## config.mk

```make
export PLATFORM = sky130hd
export DESIGN_NAME = dma_evq_ctrl
export DESIGN_NICKNAME = d
export VERILOG_FILES = /design/src/design/dma_evq_pkg.sv /design/src/design/dma_evq_ctrl.sv
export SDC_FILE = /design/constraint.sdc
export NUM_CORES = 2
export LEC_CHECK = 0
export BUFFER_PORTS_ARGS = -buffer_cell sky130_fd_sc_hd__clkbuf_2
export CORE_MARGIN = 4
export CORE_UTILIZATION = 30
export CTS_BUF_LIST = sky130_fd_sc_hd__clkbuf_16
export DETAILED_ROUTE_END_ITERATION = 6
export GPL_TIMING_DRIVEN = 1
export PLACE_DENSITY = 0.52
export SLEW_MARGIN = 10
export SYNTH_ARGS = -nofsm -noshare
export SYNTH_HDL_FRONTEND = slang
export SYNTH_SLANG_ARGS = --single-unit
```

## constraint.sdc

```tcl
create_clock -name clk -period 4.1 [get_ports clk]
set_input_delay 1.025 -clock clk [delete_from_list [all_inputs] [get_ports clk]]
set_output_delay 1.025 -clock clk [all_outputs]
set_load 0.05 [all_outputs]
```

## src/design/dma_evq_pkg.sv

```systemverilog
// How it works
// - Region evaluate write re-pulses pending completion interrupt
// - Region evaluate ignores region access masks
// - Error evaluate write re-pulses pending error interrupt
// - Channel missed events latch, feed error interrupt
// - Quick-channel missed events latch, feed error
// - Queue threshold exceed latches per-queue error bit
// - Over 63 outstanding codes latches error
// - Error interrupt has no mask
// - Error pulse on none-to-some transition or on evaluate write
// - Queue holds 16; full queue refuses event
// - Queue n feeds only transfer engine n
// - Append at tail, dequeue head when engine ready
// - Lowest-numbered ready queue dequeues first
// - Entries read-only, show kind and channel
// - Per-channel programmable queue selection
// - Idle queue and engine, no other dequeue in that cycle: event bypasses queue
// - Circular entries keep dequeued history readable
// - Status shows head pointer and valid count
// - Completion pulse on empty-to-nonempty enabled set
// - Region condition is pending, enable, mask
// - Clear write of one clears pending bit
`default_nettype none

package dma_evq_pkg;
    localparam int NREGION = 2;
    localparam int NQ = 3;
    localparam int QDEPTH = 16;
    localparam int NCH = 64;
    localparam int NQCH = 8;
    localparam int OUTST_MAX = 63;
    localparam int AW = 13;

    // Interrupt block, global at 0x000, region r at 0x1000 + r * 0x100
    localparam logic [7:0] OFF_PEND_LO = 8'h00;
    localparam logic [7:0] OFF_PEND_HI = 8'h04;
    localparam logic [7:0] OFF_EN_LO = 8'h08;
    localparam logic [7:0] OFF_EN_HI = 8'h0C;
    localparam logic [7:0] OFF_CLR_LO = 8'h10;
    localparam logic [7:0] OFF_CLR_HI = 8'h14;
    localparam logic [7:0] OFF_ENSET_LO = 8'h18;
    localparam logic [7:0] OFF_ENSET_HI = 8'h1C;
    localparam logic [7:0] OFF_ENCLR_LO = 8'h20;
    localparam logic [7:0] OFF_ENCLR_HI = 8'h24;
    localparam logic [7:0] OFF_REVAL = 8'h28;
    localparam logic [3:0] REGION_SEL_BIT = 4'hC;
    // Global registers
    localparam logic [AW-1:0] OFF_MISS_LO = 13'h0040;
    localparam logic [AW-1:0] OFF_MISS_HI = 13'h0044;
    localparam logic [AW-1:0] OFF_QMISS = 13'h0048;
    localparam logic [AW-1:0] OFF_CONTROLLER_ERROR_REG = 13'h004C;
    localparam logic [AW-1:0] OFF_ERROR_IRQ_REEVALUATE_REG = 13'h0050;
    localparam logic [AW-1:0] OFF_OUTST = 13'h0054;
    localparam logic [AW-1:0] OFF_MASK_BASE = 13'h0080;
    localparam logic [AW-1:0] OFF_DQSEL_BASE = 13'h0100;
    localparam logic [AW-1:0] OFF_QQSEL = 13'h0120;
    localparam logic [AW-1:0] OFF_QSTAT_BASE = 13'h0140;
    localparam logic [AW-1:0] OFF_ENTRY_BASE = 13'h0200;
    // Field positions
    localparam int REEVALUATE_TRIGGER_BIT_BIT = 0;
    localparam int CONTROLLER_ERROR_REG_TCC_BIT = 16;
    localparam int QSTAT_CNT_POS = 8;
    localparam logic [31:0] RST_ZERO = 32'h0000_0000;

    typedef enum logic [1:0] {
        KIND_MANUAL = 2'h0,
        KIND_EVENT = 2'h1,
        KIND_CHAIN = 2'h2,
        KIND_AUTO = 2'h3
    } evt_kind_t;

    // Queue entry as held and as submitted
    typedef struct packed {
        logic quick;
        evt_kind_t kind;
        logic [5:0] num;
    } evt_t;

    typedef struct packed {
        logic wr;
        logic rd;
        logic [AW-1:0] addr;
        logic [31:0] wdata;
    } bus_req_t;

    typedef struct packed {
        logic [NCH-1:0] pend;
        logic [NCH-1:0] en;
        logic [NREGION-1:0][NCH-1:0] mask;
        logic [NCH-1:0] miss;
        logic [NQCH-1:0] qmiss;
        logic [NQ-1:0] thr_err;
        logic tcc_err;
        logic [6:0] outst;
        logic [NCH-1:0][1:0] dqsel;
        logic [NQCH-1:0][1:0] qqsel;
        logic [NQ-1:0][QDEPTH-1:0] [$bits(evt_t)-1:0] ram;
        logic [NQ-1:0][3:0] head;
        logic [NQ-1:0][4:0] cnt;
        logic [NQ-1:0] full;
        logic [NREGION-1:0] cprev;
        logic eprev;
        logic [NREGION-1:0] cirq;
        logic eirq;
        logic [NQ-1:0] req_valid;
        evt_t req_entry;
        logic [31:0] rdata;
    } state_t;
endpackage

`default_nettype wire

```

## src/design/dma_evq_ctrl.sv

```systemverilog
`default_nettype none

module dma_evq_ctrl
    import dma_evq_pkg::*;
(
    // Clock and reset
    input wire logic clk,
    input wire logic nrst,
    // Register port
    input wire bus_req_t bus,
    output logic [31:0] rdata,
    // Completion codes and outstanding tracking
    input wire logic cc_valid,
    input wire logic [5:0] cc_code,
    input wire logic tr_issue_expect,
    // Error sources
    input wire logic [NCH-1:0] dma_miss_in,
    input wire logic [NQCH-1:0] quick_miss_in,
    input wire logic [NQ-1:0] thr_exceed,
    // Prioritized event in
    input wire logic evt_valid,
    input wire evt_t evt_in,
    output logic [NQ-1:0] queue_full,
    // Transfer engines
    input wire logic [NQ-1:0] tc_ready,
    input wire logic [NQ-1:0] tc_idle,
    output logic [NQ-1:0] req_valid,
    output evt_t req_entry,
    // Interrupts
    output logic [NREGION-1:0] completion_irq_out,
    output logic error_irq_out
);
    state_t s_q, s_d;
    logic [NREGION-1:0] ccond;
    logic econd;
    logic [NREGION-1:0] reevaluate_trigger_bit_wr;
    logic error_irq_reevaluate_reg_wr;
    logic [NQ-1:0] deq;
    logic bypass;
    logic enq;
    logic [1:0] tq;

    always_comb begin
        logic [NCH-1:0] set_pend, clr_pend, en_set, en_clr, gate, miss_clr;
        logic [NQCH-1:0] qmiss_clr;
        logic [31:0] controller_error_reg_clr, rd_val, controller_error_reg_val;
        logic [3:0] rgn, tail;
        logic [7:0] off;
        logic int_sel, shadow, done;
        logic [1:0] q, eq;
        logic [3:0] ei;
        logic inc;
        s_d = s_q;
        set_pend = '0;
        clr_pend = '0;
        en_set = '0;
        en_clr = '0;
        miss_clr = '0;
        qmiss_clr = '0;
        controller_error_reg_clr = '0;
        rd_val = '0;
        reevaluate_trigger_bit_wr = '0;
        error_irq_reevaluate_reg_wr = 1'b0;
        deq = '0;
        bypass = 1'b0;
        enq = 1'b0;
        tq = '0;
        tail = '0;
        done = 1'b0;
        q = '0;
        eq = bus.addr[7:6];
        ei = bus.addr[5:2];
        inc = 1'b0;
        rgn = bus.addr[11:8];
        off = bus.addr[7:0];
        shadow = bus.addr[REGION_SEL_BIT];
        int_sel = shadow ? (rgn < 4'(NREGION)) : (rgn == 4'h0 && off < OFF_REVAL);
        gate = '1;
        if (shadow && rgn < 4'(NREGION))
            gate = s_q.mask[rgn[$clog2(NREGION)-1:0]];
        // Conditions come from registered state
        for (int r = 0; r < NREGION; r++) begin
            ccond[r] = |(s_q.pend & s_q.en & s_q.mask[r]);
        end
        controller_error_reg_val = RST_ZERO;
        controller_error_reg_val[NQ-1:0] = s_q.thr_err;
        controller_error_reg_val[CONTROLLER_ERROR_REG_TCC_BIT] = s_q.tcc_err;
        econd = (|s_q.miss) || (|s_q.qmiss) || (|controller_error_reg_val);

        if (cc_valid)
            set_pend[cc_code] = 1'b1;

        if (bus.wr && int_sel) begin
            case (off)
                OFF_CLR_LO: clr_pend[31:0] = bus.wdata & gate[31:0];
                OFF_CLR_HI: clr_pend[63:32] = bus.wdata & gate[63:32];
                OFF_ENSET_LO: en_set[31:0] = bus.wdata & gate[31:0];
                OFF_ENSET_HI: en_set[63:32] = bus.wdata & gate[63:32];
                OFF_ENCLR_LO: en_clr[31:0] = bus.wdata & gate[31:0];
                OFF_ENCLR_HI: en_clr[63:32] = bus.wdata & gate[63:32];
                // evaluate write is not gated by the mask
                OFF_REVAL: if (shadow) reevaluate_trigger_bit_wr[rgn[$clog2(NREGION)-1:0]] = bus.wdata[REEVALUATE_TRIGGER_BIT_BIT];
                default: ;
            endcase
        end
        if (bus.wr && !shadow) begin
            case (bus.addr)
                OFF_MISS_LO: miss_clr[31:0] = bus.wdata;
                OFF_MISS_HI: miss_clr[63:32] = bus.wdata;
                OFF_QMISS: qmiss_clr = bus.wdata[NQCH-1:0];
                OFF_CONTROLLER_ERROR_REG: controller_error_reg_clr = bus.wdata;
                OFF_ERROR_IRQ_REEVALUATE_REG: error_irq_reevaluate_reg_wr = bus.wdata[REEVALUATE_TRIGGER_BIT_BIT];
                OFF_QQSEL: begin
                    for (int c = 0; c < NQCH; c++)
                        s_d.qqsel[c] = bus.wdata[4*c +: 2];
                end
                default: ;
            endcase
            for (int r = 0; r < NREGION; r++) begin
                if (bus.addr == OFF_MASK_BASE + AW'(8 * r))
                    s_d.mask[r][31:0] = bus.wdata;
                if (bus.addr == OFF_MASK_BASE + AW'(8 * r + 4))
                    s_d.mask[r][63:32] = bus.wdata;
            end
            for (int w = 0; w < NCH / 8; w++) begin
                if (bus.addr == OFF_DQSEL_BASE + AW'(4 * w)) begin
                    for (int c = 0; c < 8; c++)
                        s_d.dqsel[8*w+c] = bus.wdata[4*c +: 2];
                end
            end
        end

        s_d.pend = (s_q.pend & ~clr_pend) | set_pend;
        s_d.en = (s_q.en | en_set) & ~en_clr;
        s_d.miss = (s_q.miss & ~miss_clr) | dma_miss_in;
        s_d.qmiss = (s_q.qmiss & ~qmiss_clr) | quick_miss_in;
        s_d.thr_err = (s_q.thr_err & ~controller_error_reg_clr[NQ-1:0]) | thr_exceed;
        s_d.tcc_err = s_q.tcc_err & ~controller_error_reg_clr[CONTROLLER_ERROR_REG_TCC_BIT];
        if (tr_issue_expect && !cc_valid) begin
            if (s_q.outst == 7'(OUTST_MAX))
                s_d.tcc_err = 1'b1;
            else
                s_d.outst = s_q.outst + 7'h01;
        end else if (!tr_issue_expect && cc_valid && s_q.outst != 7'h00) begin
            s_d.outst = s_q.outst - 7'h01;
        end

        // pulse on rise or on evaluate
        for (int r = 0; r < NREGION; r++) begin
            s_d.cprev[r] = ccond[r];
            s_d.cirq[r] = ccond[r] && (!s_q.cprev[r] || reevaluate_trigger_bit_wr[r]);
        end
        s_d.eprev = econd;
        s_d.eirq = econd && (!s_q.eprev || error_irq_reevaluate_reg_wr);

        // lowest ready queue wins the submission slot
        // head leaves only when engine ready
        s_d.req_valid = '0;
        for (int n = 0; n < NQ; n++) begin
            if (!done && s_q.cnt[n] != 5'h00 && tc_ready[n]) begin
                deq[n] = 1'b1;
                done = 1'b1;
                q = 2'(n);
            end
        end
        tq = evt_in.quick ? s_q.qqsel[evt_in.num[2:0]] : s_q.dqsel[evt_in.num];
        if (tq > 2'(NQ - 1))
            tq = 2'(NQ - 1);
        if (evt_valid && !s_q.full[tq]) begin
            if (!done && s_q.cnt[tq] == 5'h00 && tc_idle[tq] && tc_ready[tq])
                bypass = 1'b1;
            else
                enq = 1'b1;
        end
        // queue n drives engine n only
        if (done) begin
            s_d.req_valid[q] = 1'b1;
            s_d.req_entry = evt_t'(s_q.ram[q][s_q.head[q]]);
            s_d.head[q] = s_q.head[q] + 4'h1;
        end else if (bypass) begin
            s_d.req_valid[tq] = 1'b1;
            s_d.req_entry = evt_in;
        end
        if (enq) begin
            tail = s_q.head[tq] + s_q.cnt[tq][3:0];
            s_d.ram[tq][tail] = evt_in;
        end
        for (int n = 0; n < NQ; n++) begin
            inc = enq && tq == 2'(n);
            if (inc && !deq[n])
                s_d.cnt[n] = s_q.cnt[n] + 5'h01;
            else if (!inc && deq[n])
                s_d.cnt[n] = s_q.cnt[n] - 5'h01;
            s_d.full[n] = s_d.cnt[n] == 5'(QDEPTH);
        end

        // Read data in the next cycle only
        if (bus.rd && int_sel) begin
            case (off)
                OFF_PEND_LO: rd_val = s_q.pend[31:0] & gate[31:0];
                OFF_PEND_HI: rd_val = s_q.pend[63:32] & gate[63:32];
                OFF_EN_LO: rd_val = s_q.en[31:0] & gate[31:0];
                OFF_EN_HI: rd_val = s_q.en[63:32] & gate[63:32];
                default: rd_val = RST_ZERO;
            endcase
        end else if (bus.rd && !shadow) begin
            case (bus.addr)
                OFF_MISS_LO: rd_val = s_q.miss[31:0];
                OFF_MISS_HI: rd_val = s_q.miss[63:32];
                OFF_QMISS: rd_val = {24'h000000, s_q.qmiss};
                OFF_CONTROLLER_ERROR_REG: rd_val = controller_error_reg_val;
                OFF_OUTST: rd_val = {25'h0000000, s_q.outst};
                OFF_QQSEL: begin
                    for (int c = 0; c < NQCH; c++)
                        rd_val[4*c +: 2] = s_q.qqsel[c];
                end
                default: rd_val = RST_ZERO;
            endcase
            for (int r = 0; r < NREGION; r++) begin
                if (bus.addr == OFF_MASK_BASE + AW'(8 * r))
                    rd_val = s_q.mask[r][31:0];
                if (bus.addr == OFF_MASK_BASE + AW'(8 * r + 4))
                    rd_val = s_q.mask[r][63:32];
            end
            for (int w = 0; w < NCH / 8; w++) begin
                if (bus.addr == OFF_DQSEL_BASE + AW'(4 * w)) begin
                    for (int c = 0; c < 8; c++)
                        rd_val[4*c +: 2] = s_q.dqsel[8*w+c];
                end
            end
            for (int n = 0; n < NQ; n++) begin
                if (bus.addr == OFF_QSTAT_BASE + AW'(4 * n)) begin
                    rd_val[3:0] = s_q.head[n];
                    rd_val[QSTAT_CNT_POS +: 5] = s_q.cnt[n];
                end
            end
            if (bus.addr[AW-1:8] == OFF_ENTRY_BASE[AW-1:8] && eq < 2'(NQ))
                rd_val = {23'h000000, s_q.ram[eq][ei]};
        end
        s_d.rdata = rd_val;
    end

    always_ff @(posedge clk or negedge nrst) begin
        if (!nrst) begin
            s_q <= '0;
        end else begin
            s_q <= s_d;
        end
    end

    assign rdata = s_q.rdata;
    assign completion_irq_out = s_q.cirq;
    assign error_irq_out = s_q.eirq;
    assign req_valid = s_q.req_valid;
    assign req_entry = s_q.req_entry;
    assign queue_full = s_q.full;
endmodule // dma_evq_ctrl

`default_nettype wire

```

-- Word level (Yosys, flattened, before mapping)
Cells that the tools add are included.
- bits in registers: 995
- input bits: 148
- output and inout port bits: 50
- logic and storage cells: 514
- add/sub/neg operators: 10
- $lt $le $gt $ge: 19
- equal/unequal tests: 40
- muxes and demuxes: 186
- bitwise gates (word level): 27
- reduce and logical (&&, ||, !) cells: 85
- operators with widths (cell ; number):
    $bmux W144 S2 ; 2
    $mux W64 ; 8
    $mux W32 ; 15
    $bwmux W432 ; 1
    $mux W144 ; 3
    $and A64 B64 Y64 ; 6
    $demux W144 S2 ; 1
    $and A32 B32 Y32 ; 6
    $not A64 Y64 ; 3
    $or A64 B64 Y64 ; 3
    $reduce_or A64 Y1 ; 3
    $eq A13 B9 Y1 const B ; 12
    $mux W2 ; 72
    $pmux W32 S4 ; 1
    $eq A13 B7 Y1 const B ; 6
    $bmux W9 S4 ; 2
    $eq A13 B8 Y1 const B ; 4
    $mux W5 ; 10
    $demux W9 S4 ; 1
    $logic_and A1 B1 Y1 ; 36
    $mux W17 ; 2
    $eq A8 B5 Y1 const B ; 4
    $pmux W2 S3 ; 5
    $reduce_and A2 Y1 ; 14
    68 further kinds ; 147

-- Longest topological paths before layout
- depth in word-level cells: 23
- mapped depth: 22
- mapped depth without buffers: 16

-- Least setup slack after synthesis
No wires, ideal clock.
- path kind: input to register
- start point: input evt_in[0] (netlist name)
- end point: register s_q[359] (netlist name)
- setup time: 0.125 ns
- data arrival time: 5.202 ns
- required time: 3.975 ns
- path slack: -1.227 ns
- stages on the path: 20
- cell sequence: buf_2 -> buf_2 -> buf_1 -> a31oi_1 -> and3_1 -> o41ai_1 -> a21o_1 -> buf_6 -> clkbuf_1 -> nand2_1 -> o21ai_0 -> ha_1 -> inv_1 -> fa_1 -> nand2b_1 -> clkbuf_1 -> or2_2 -> clkbuf_1 -> nor2_2 -> mux2_2
- word-level cells in the longest chain between the ends: 15
- elaborated cells between the ends (all ways): 37
- those cells by class: add/sub: 1; order compare: 5; mux: 23; reduce/logical: 8
- ends and longest elaborated chain (item ; RTL line ; RTL):
    start, declared ; dma_evq_ctrl.sv:22 ; input wire evt_t evt_in,
    $bmux W2 S6 / $bmux W2 S3 (equally long branches) ; dma_evq_ctrl.sv:166 ; tq = evt_in.quick ? s_q.qqsel[evt_in.num[2:0]] : s_q.dqsel[evt_in.num];
    $mux W2 (implied by the code) ; dma_evq_ctrl.sv:166 ;
    $mux W2 ; dma_evq_ctrl.sv:166 ;
    $gt A2 B2 Y1 ; dma_evq_ctrl.sv:167 ; if (tq > 2'(NQ - 1))
    $mux W2 ; dma_evq_ctrl.sv:167 ;
    $bmux W4 S2 / $bmux W5 S2 (equally long branches) ; dma_evq_ctrl.sv:185, dma_evq_ctrl.sv:170 ;
    $mux W4 (implied by the code) / $mux W5 (equally long branches) ; dma_evq_ctrl.sv:185 ; tail = s_q.head[tq] + s_q.cnt[tq][3:0];
    $add A4 B4 Y4 ; dma_evq_ctrl.sv:185 ;
    $lt A4 B5 Y1 (implied by the code) / $ge A4 B1 Y1 (equally long branches) ; dma_evq_ctrl.sv:186 ; s_d.ram[tq][tail] = evt_in;
    $logic_and A1 B1 Y1 (implied by the code) ; dma_evq_ctrl.sv:186 ;
    $mux W9 (implied by the code) ; dma_evq_ctrl.sv:186 ;
    $demux W9 S4 ; dma_evq_ctrl.sv:186 ;
    $mux W144 (implied by the code) ; dma_evq_ctrl.sv:186 ;
    $demux W144 S2 ; dma_evq_ctrl.sv:186 ;
    $bwmux W432 ; dma_evq_ctrl.sv:186 ;
    end signal, assigned ; dma_evq_ctrl.sv:245 ; s_q <= '0;
    end signal, assigned ; dma_evq_ctrl.sv:247 ; s_q <= s_d;
    end, declared ; dma_evq_ctrl.sv:33 ; state_t s_q, s_d;
Several ways; a longest one is shown, not always the timed one. The select of a mux whose other input is x is not followed.
A chain may end at the register's enable or synchronous reset.

-- Worst setup path in the final report
- start point: input evt_in[1] (netlist name)
- end point: register s_q[209] (netlist name)
- word-level cells in the longest chain between the ends: 15
- elaborated cells between the ends (all ways): 37
- those cells by class: add/sub: 1; order compare: 5; mux: 23; reduce/logical: 8
- ends and longest elaborated chain (item ; RTL line):
    $bmux W2 S6 / $bmux W2 S3 (equally long branches) ; dma_evq_ctrl.sv:166
    $mux W2 (implied by the code) ; dma_evq_ctrl.sv:166
    $mux W2 (*) ; dma_evq_ctrl.sv:166
    $gt A2 B2 Y1 ; dma_evq_ctrl.sv:167
    $mux W2 (*) ; dma_evq_ctrl.sv:167
    $bmux W4 S2 / $bmux W5 S2 (equally long branches) ; dma_evq_ctrl.sv:185, dma_evq_ctrl.sv:170
    $mux W4 (implied by the code) / $mux W5 (equally long branches) ; dma_evq_ctrl.sv:185
    $add A4 B4 Y4 ; dma_evq_ctrl.sv:185
    $lt A4 B5 Y1 (implied by the code) / $ge A4 B1 Y1 (equally long branches) ; dma_evq_ctrl.sv:186
    $logic_and A1 B1 Y1 (implied by the code) ; dma_evq_ctrl.sv:186
    $mux W9 (implied by the code) ; dma_evq_ctrl.sv:186
    $demux W9 S4 ; dma_evq_ctrl.sv:186
    $mux W144 (implied by the code) ; dma_evq_ctrl.sv:186
    $demux W144 S2 ; dma_evq_ctrl.sv:186
    $bwmux W432 ; dma_evq_ctrl.sv:186
Every way passes the cells marked *; elsewhere a longest branch is shown, timed or not. The select of a mux whose other input is x is not followed.

==> results.yml <==
setup_path:
  worstPathArrival_ns: 5.05
  crit_type: "input pin to flop"
  crit_path_max_fanout: 8
  end_kind: "flop"
  cp.required_ns: 4.71
  start_kind: "input pin"
power_and_ir_drop:
  internal-power_mw: 25.5
  p_total_mw: 39.4
  seqPwrFrac: 0.338
  switching_power_mw: 13.8
  powerDensity_nw_per_um2: 566
  swShare: 0.351
  p_clk_frac: 0.267
  ir_drop_uv: 559
  pwr-share-comb: 0.395
  leakage_nw: 31.2
placement:
  gp_congestion: 0.956
  dpl.hpwl_um: 161000
  placed_cell_area_um2: 62700
  io_buffers: 197
hold_path:
  hp-class: "input pin to asynchronous set/reset pin"
timing:
  report.final.slew_viol_count: 0
  setup_ws_ns: -0.341
  finClkSkew_ns: 0.0437
  max-slew-margin-rel: 0.222
  setup_viol: 434
  rsz0062_at_grt: "yes"
  finalHoldViolations: 0
  max_freq_ghz: 0.225
  fin_crit_ns: 4.44
  whs_ns: 0.304
  min_period_over_period: 1.08
  worstMarginPinSlew_ns: 1.16
cts:
  cts_max_path_buffers: 3
  clock_sinks: 995
  htreeDepth: 3
  cts_hold_buf: 0
  clkTransAtPathRegs_ns: 0.06
  cts_buffers: 116
  clock_latency_ns: 0.77
  cts_tree: "built"
  cts_root_buffer: "clkbuf_16"
logic_synthesis:
  synth.cell_area_um2: 54000
  synthFlopType: "dfrtp_1"
  syn_inst: 4734
  avgSynthCellArea_um2: 11.4
  synth.distinct_cells: 80
  ys_ff_latch: 995
  synth-edff-count: 0
  yosys_warnings: 0
  async_flop_share: 1.00
  synth_nets: 4899
  yosysSeqAreaShare: 0.461
grt:
  grt_usage: 0.236
  first_global_vias: 44100
  grt_pass1_wl_um: 324000
  antenna_found_initial: 23
  overflow: 0
  grt_max_degree: 73
detailed_routing:
  drtIter0Drc: 4504
  routed_wl_um: 229000
  vias_per_cell: 5.66
  ant_nets: 0
  drt-wirelength-per-cell_um: 29.2
  drc: 17
  drtPass1Iterations: 7
  vias: 44400
final_layout:
  nFillCells: 17300
  final_common_cell: "dfrtp_1"
  drive_gt1_frac: 0.403
  layout_common_cells: "dfrtp_1, buf_4, mux2_2"
  num-nets-final: 5530
  areaGrowthSynthToFinish_pct: 28.7
  design_area_um2: 69500
die:
  die_area_um2: 187000
  io_pins: 198
  die_w_um: 432
  die_y_um: 432
  core_um2: 179000
  start_util: 0.302
  rows: 155
status:
  outcome: "complete, but fails checks"
  violations: "DRC, setup timing"
job:
  drv_cap: 0
[synthesized netlist by cell type, types with 22 or more instances]
cell | n | area share
inv_1 | 22 | 0.0015
mux2_2 | 728 | 0.15
dfrtp_1 | 995 | 0.46
mux4_2 | 178 | 0.074
xnor2_1 | 23 | 0.0037
o21ai_0 | 273 | 0.025
nor4_1 | 49 | 0.0057
a221oi_1 | 29 | 0.0047
o22ai_1 | 36 | 0.0042
nor2_2 | 23 | 0.0027
and2_1 | 43 | 0.0050
buf_2 | 25 | 0.0023
buf_4 | 52 | 0.0072
a22o_1 | 44 | 0.0071
clkbuf_1 | 254 | 0.018
nand3_1 | 170 | 0.016
a21o_1 | 51 | 0.0071
a32oi_1 | 25 | 0.0041
a22oi_1 | 77 | 0.011
nand2_1 | 468 | 0.033
buf_1 | 46 | 0.0032
nor3_1 | 23 | 0.0021
a211oi_1 | 37 | 0.0051
nand2b_1 | 40 | 0.0046
a21oi_1 | 242 | 0.022
nand4_1 | 50 | 0.0058
nor2_1 | 148 | 0.010
and3_1 | 38 | 0.0044
mux2i_1 | 298 | 0.055
[worst max-delay path: stages]
cell       delay (ns)
buf_12           0.12
buf_8            0.15
mux4_2           0.54
a2111oi_4        0.35
nor3_1           0.08
a21o_2           0.29
buf_12           0.16
buf_6            0.11
a211oi_4         0.28
nor2_4           0.07
ha_4             0.26
a21oi_4          0.20
xnor2_4          0.13
or3_4            0.42
or3_4            0.40
buf_6            0.17
mux2_4           0.29
[cell type report]
class                   instances  area, um^2  share of cell area
multi-input cells            3336       29500               0.424
flip-flops and latches        995       24900               0.358
repair buffers                891        8190               0.118
well taps                    2355        2950              0.0424
clock buffers                 116        2900              0.0417
clock inverters               101         890              0.0128
inverters                      24         105             0.00151
diodes                         34        85.1             0.00122
repair inverters                1        6.26           0.0000900
[logic make-up (layout without fill, tap and decap cells)]
group | Yosys count | in the layout | synth area share
mux | 1230 | 1230 | 0.288
xor+xnor | 32 | 32 | 0.00519
other cells | 0 | 34 | 0
buf+inv | 408 | 1133 | 0.0335
compound gates | 909 | 909 | 0.106
flops | 995 | 995 | 0.461
simple gates | 1141 | 1146 | 0.101
fa+ha+maj | 19 | 19 | 0.00459
[final timing paths]
check                                      from                    to  slack [ns]  cells after the start
max in group asynchronous                  nrst    s_q[702]$_DFF_PN0_        2.65                      2
min reg2reg                  s_q[735]$_DFF_PN0_    s_q[735]$_DFF_PN0_        0.51                      1
min in group clk                dma_miss_in[15]    s_q[690]$_DFF_PN0_        0.43                      2
min                                        nrst  s_q[138]$_DFFE_PN0P_        0.30                      1
max reg2reg                s_q[586]$_DFFE_PN0P_  s_q[209]$_DFFE_PN0P_       -0.32                     17
max                                   evt_in[1]  s_q[209]$_DFFE_PN0P_       -0.34                     17
[registers in the layout, summed over array words and instances (netlist names)]
signal,flops
error_irq_out,1
completion_irq_out,2
queue_full,3
req_valid,3
rdata,32
req_entry,9
s_q,945
[repair_timing]
action	4_1_cts	5_1_grt
setup buffers	37	23
cloned	12	13
pin swaps	26	47
setup endpoints to repair	449	452
gates resized for setup	222	230
[power groups by stage]
stage	registers, mW	clock network (mW)	logic [mW]
detailed placement	13.4	0	12.4
global route	13.5	11.1	16.3
global placement	13.3	0	12.3
floorplan	12.8	0	7.53
CTS	13.2	10.7	14.0
finish	13.3	10.5	15.6
[stage by stage]
stage	cells	TNS (ns)	setup WS, ns	util
after floorplan	4734	-270.04	-0.800	-
after global placement	7526	-564.55	-1.47	0.351
after detailed placement	7526	-575.83	-1.50	0.351
after CTS	7789	-69.25	-0.288	0.380
after global routing	7847	-130.18	-0.413	0.389
final	7853	-98.09	-0.341	0.389
[layer usage]
metal | up-vias | track usage | wire length, um
li1 | 19000 | - | -
met1 | 23100 | 0.308 | 92900
met2 | 1936 | 0.382 | 107000
met3 | 477 | 0.0384 | 15700
met4 | 8 | 0.115 | 13500
met5 | - | 0 | 49
Note: power is estimated with default switching activity, not from simulation.
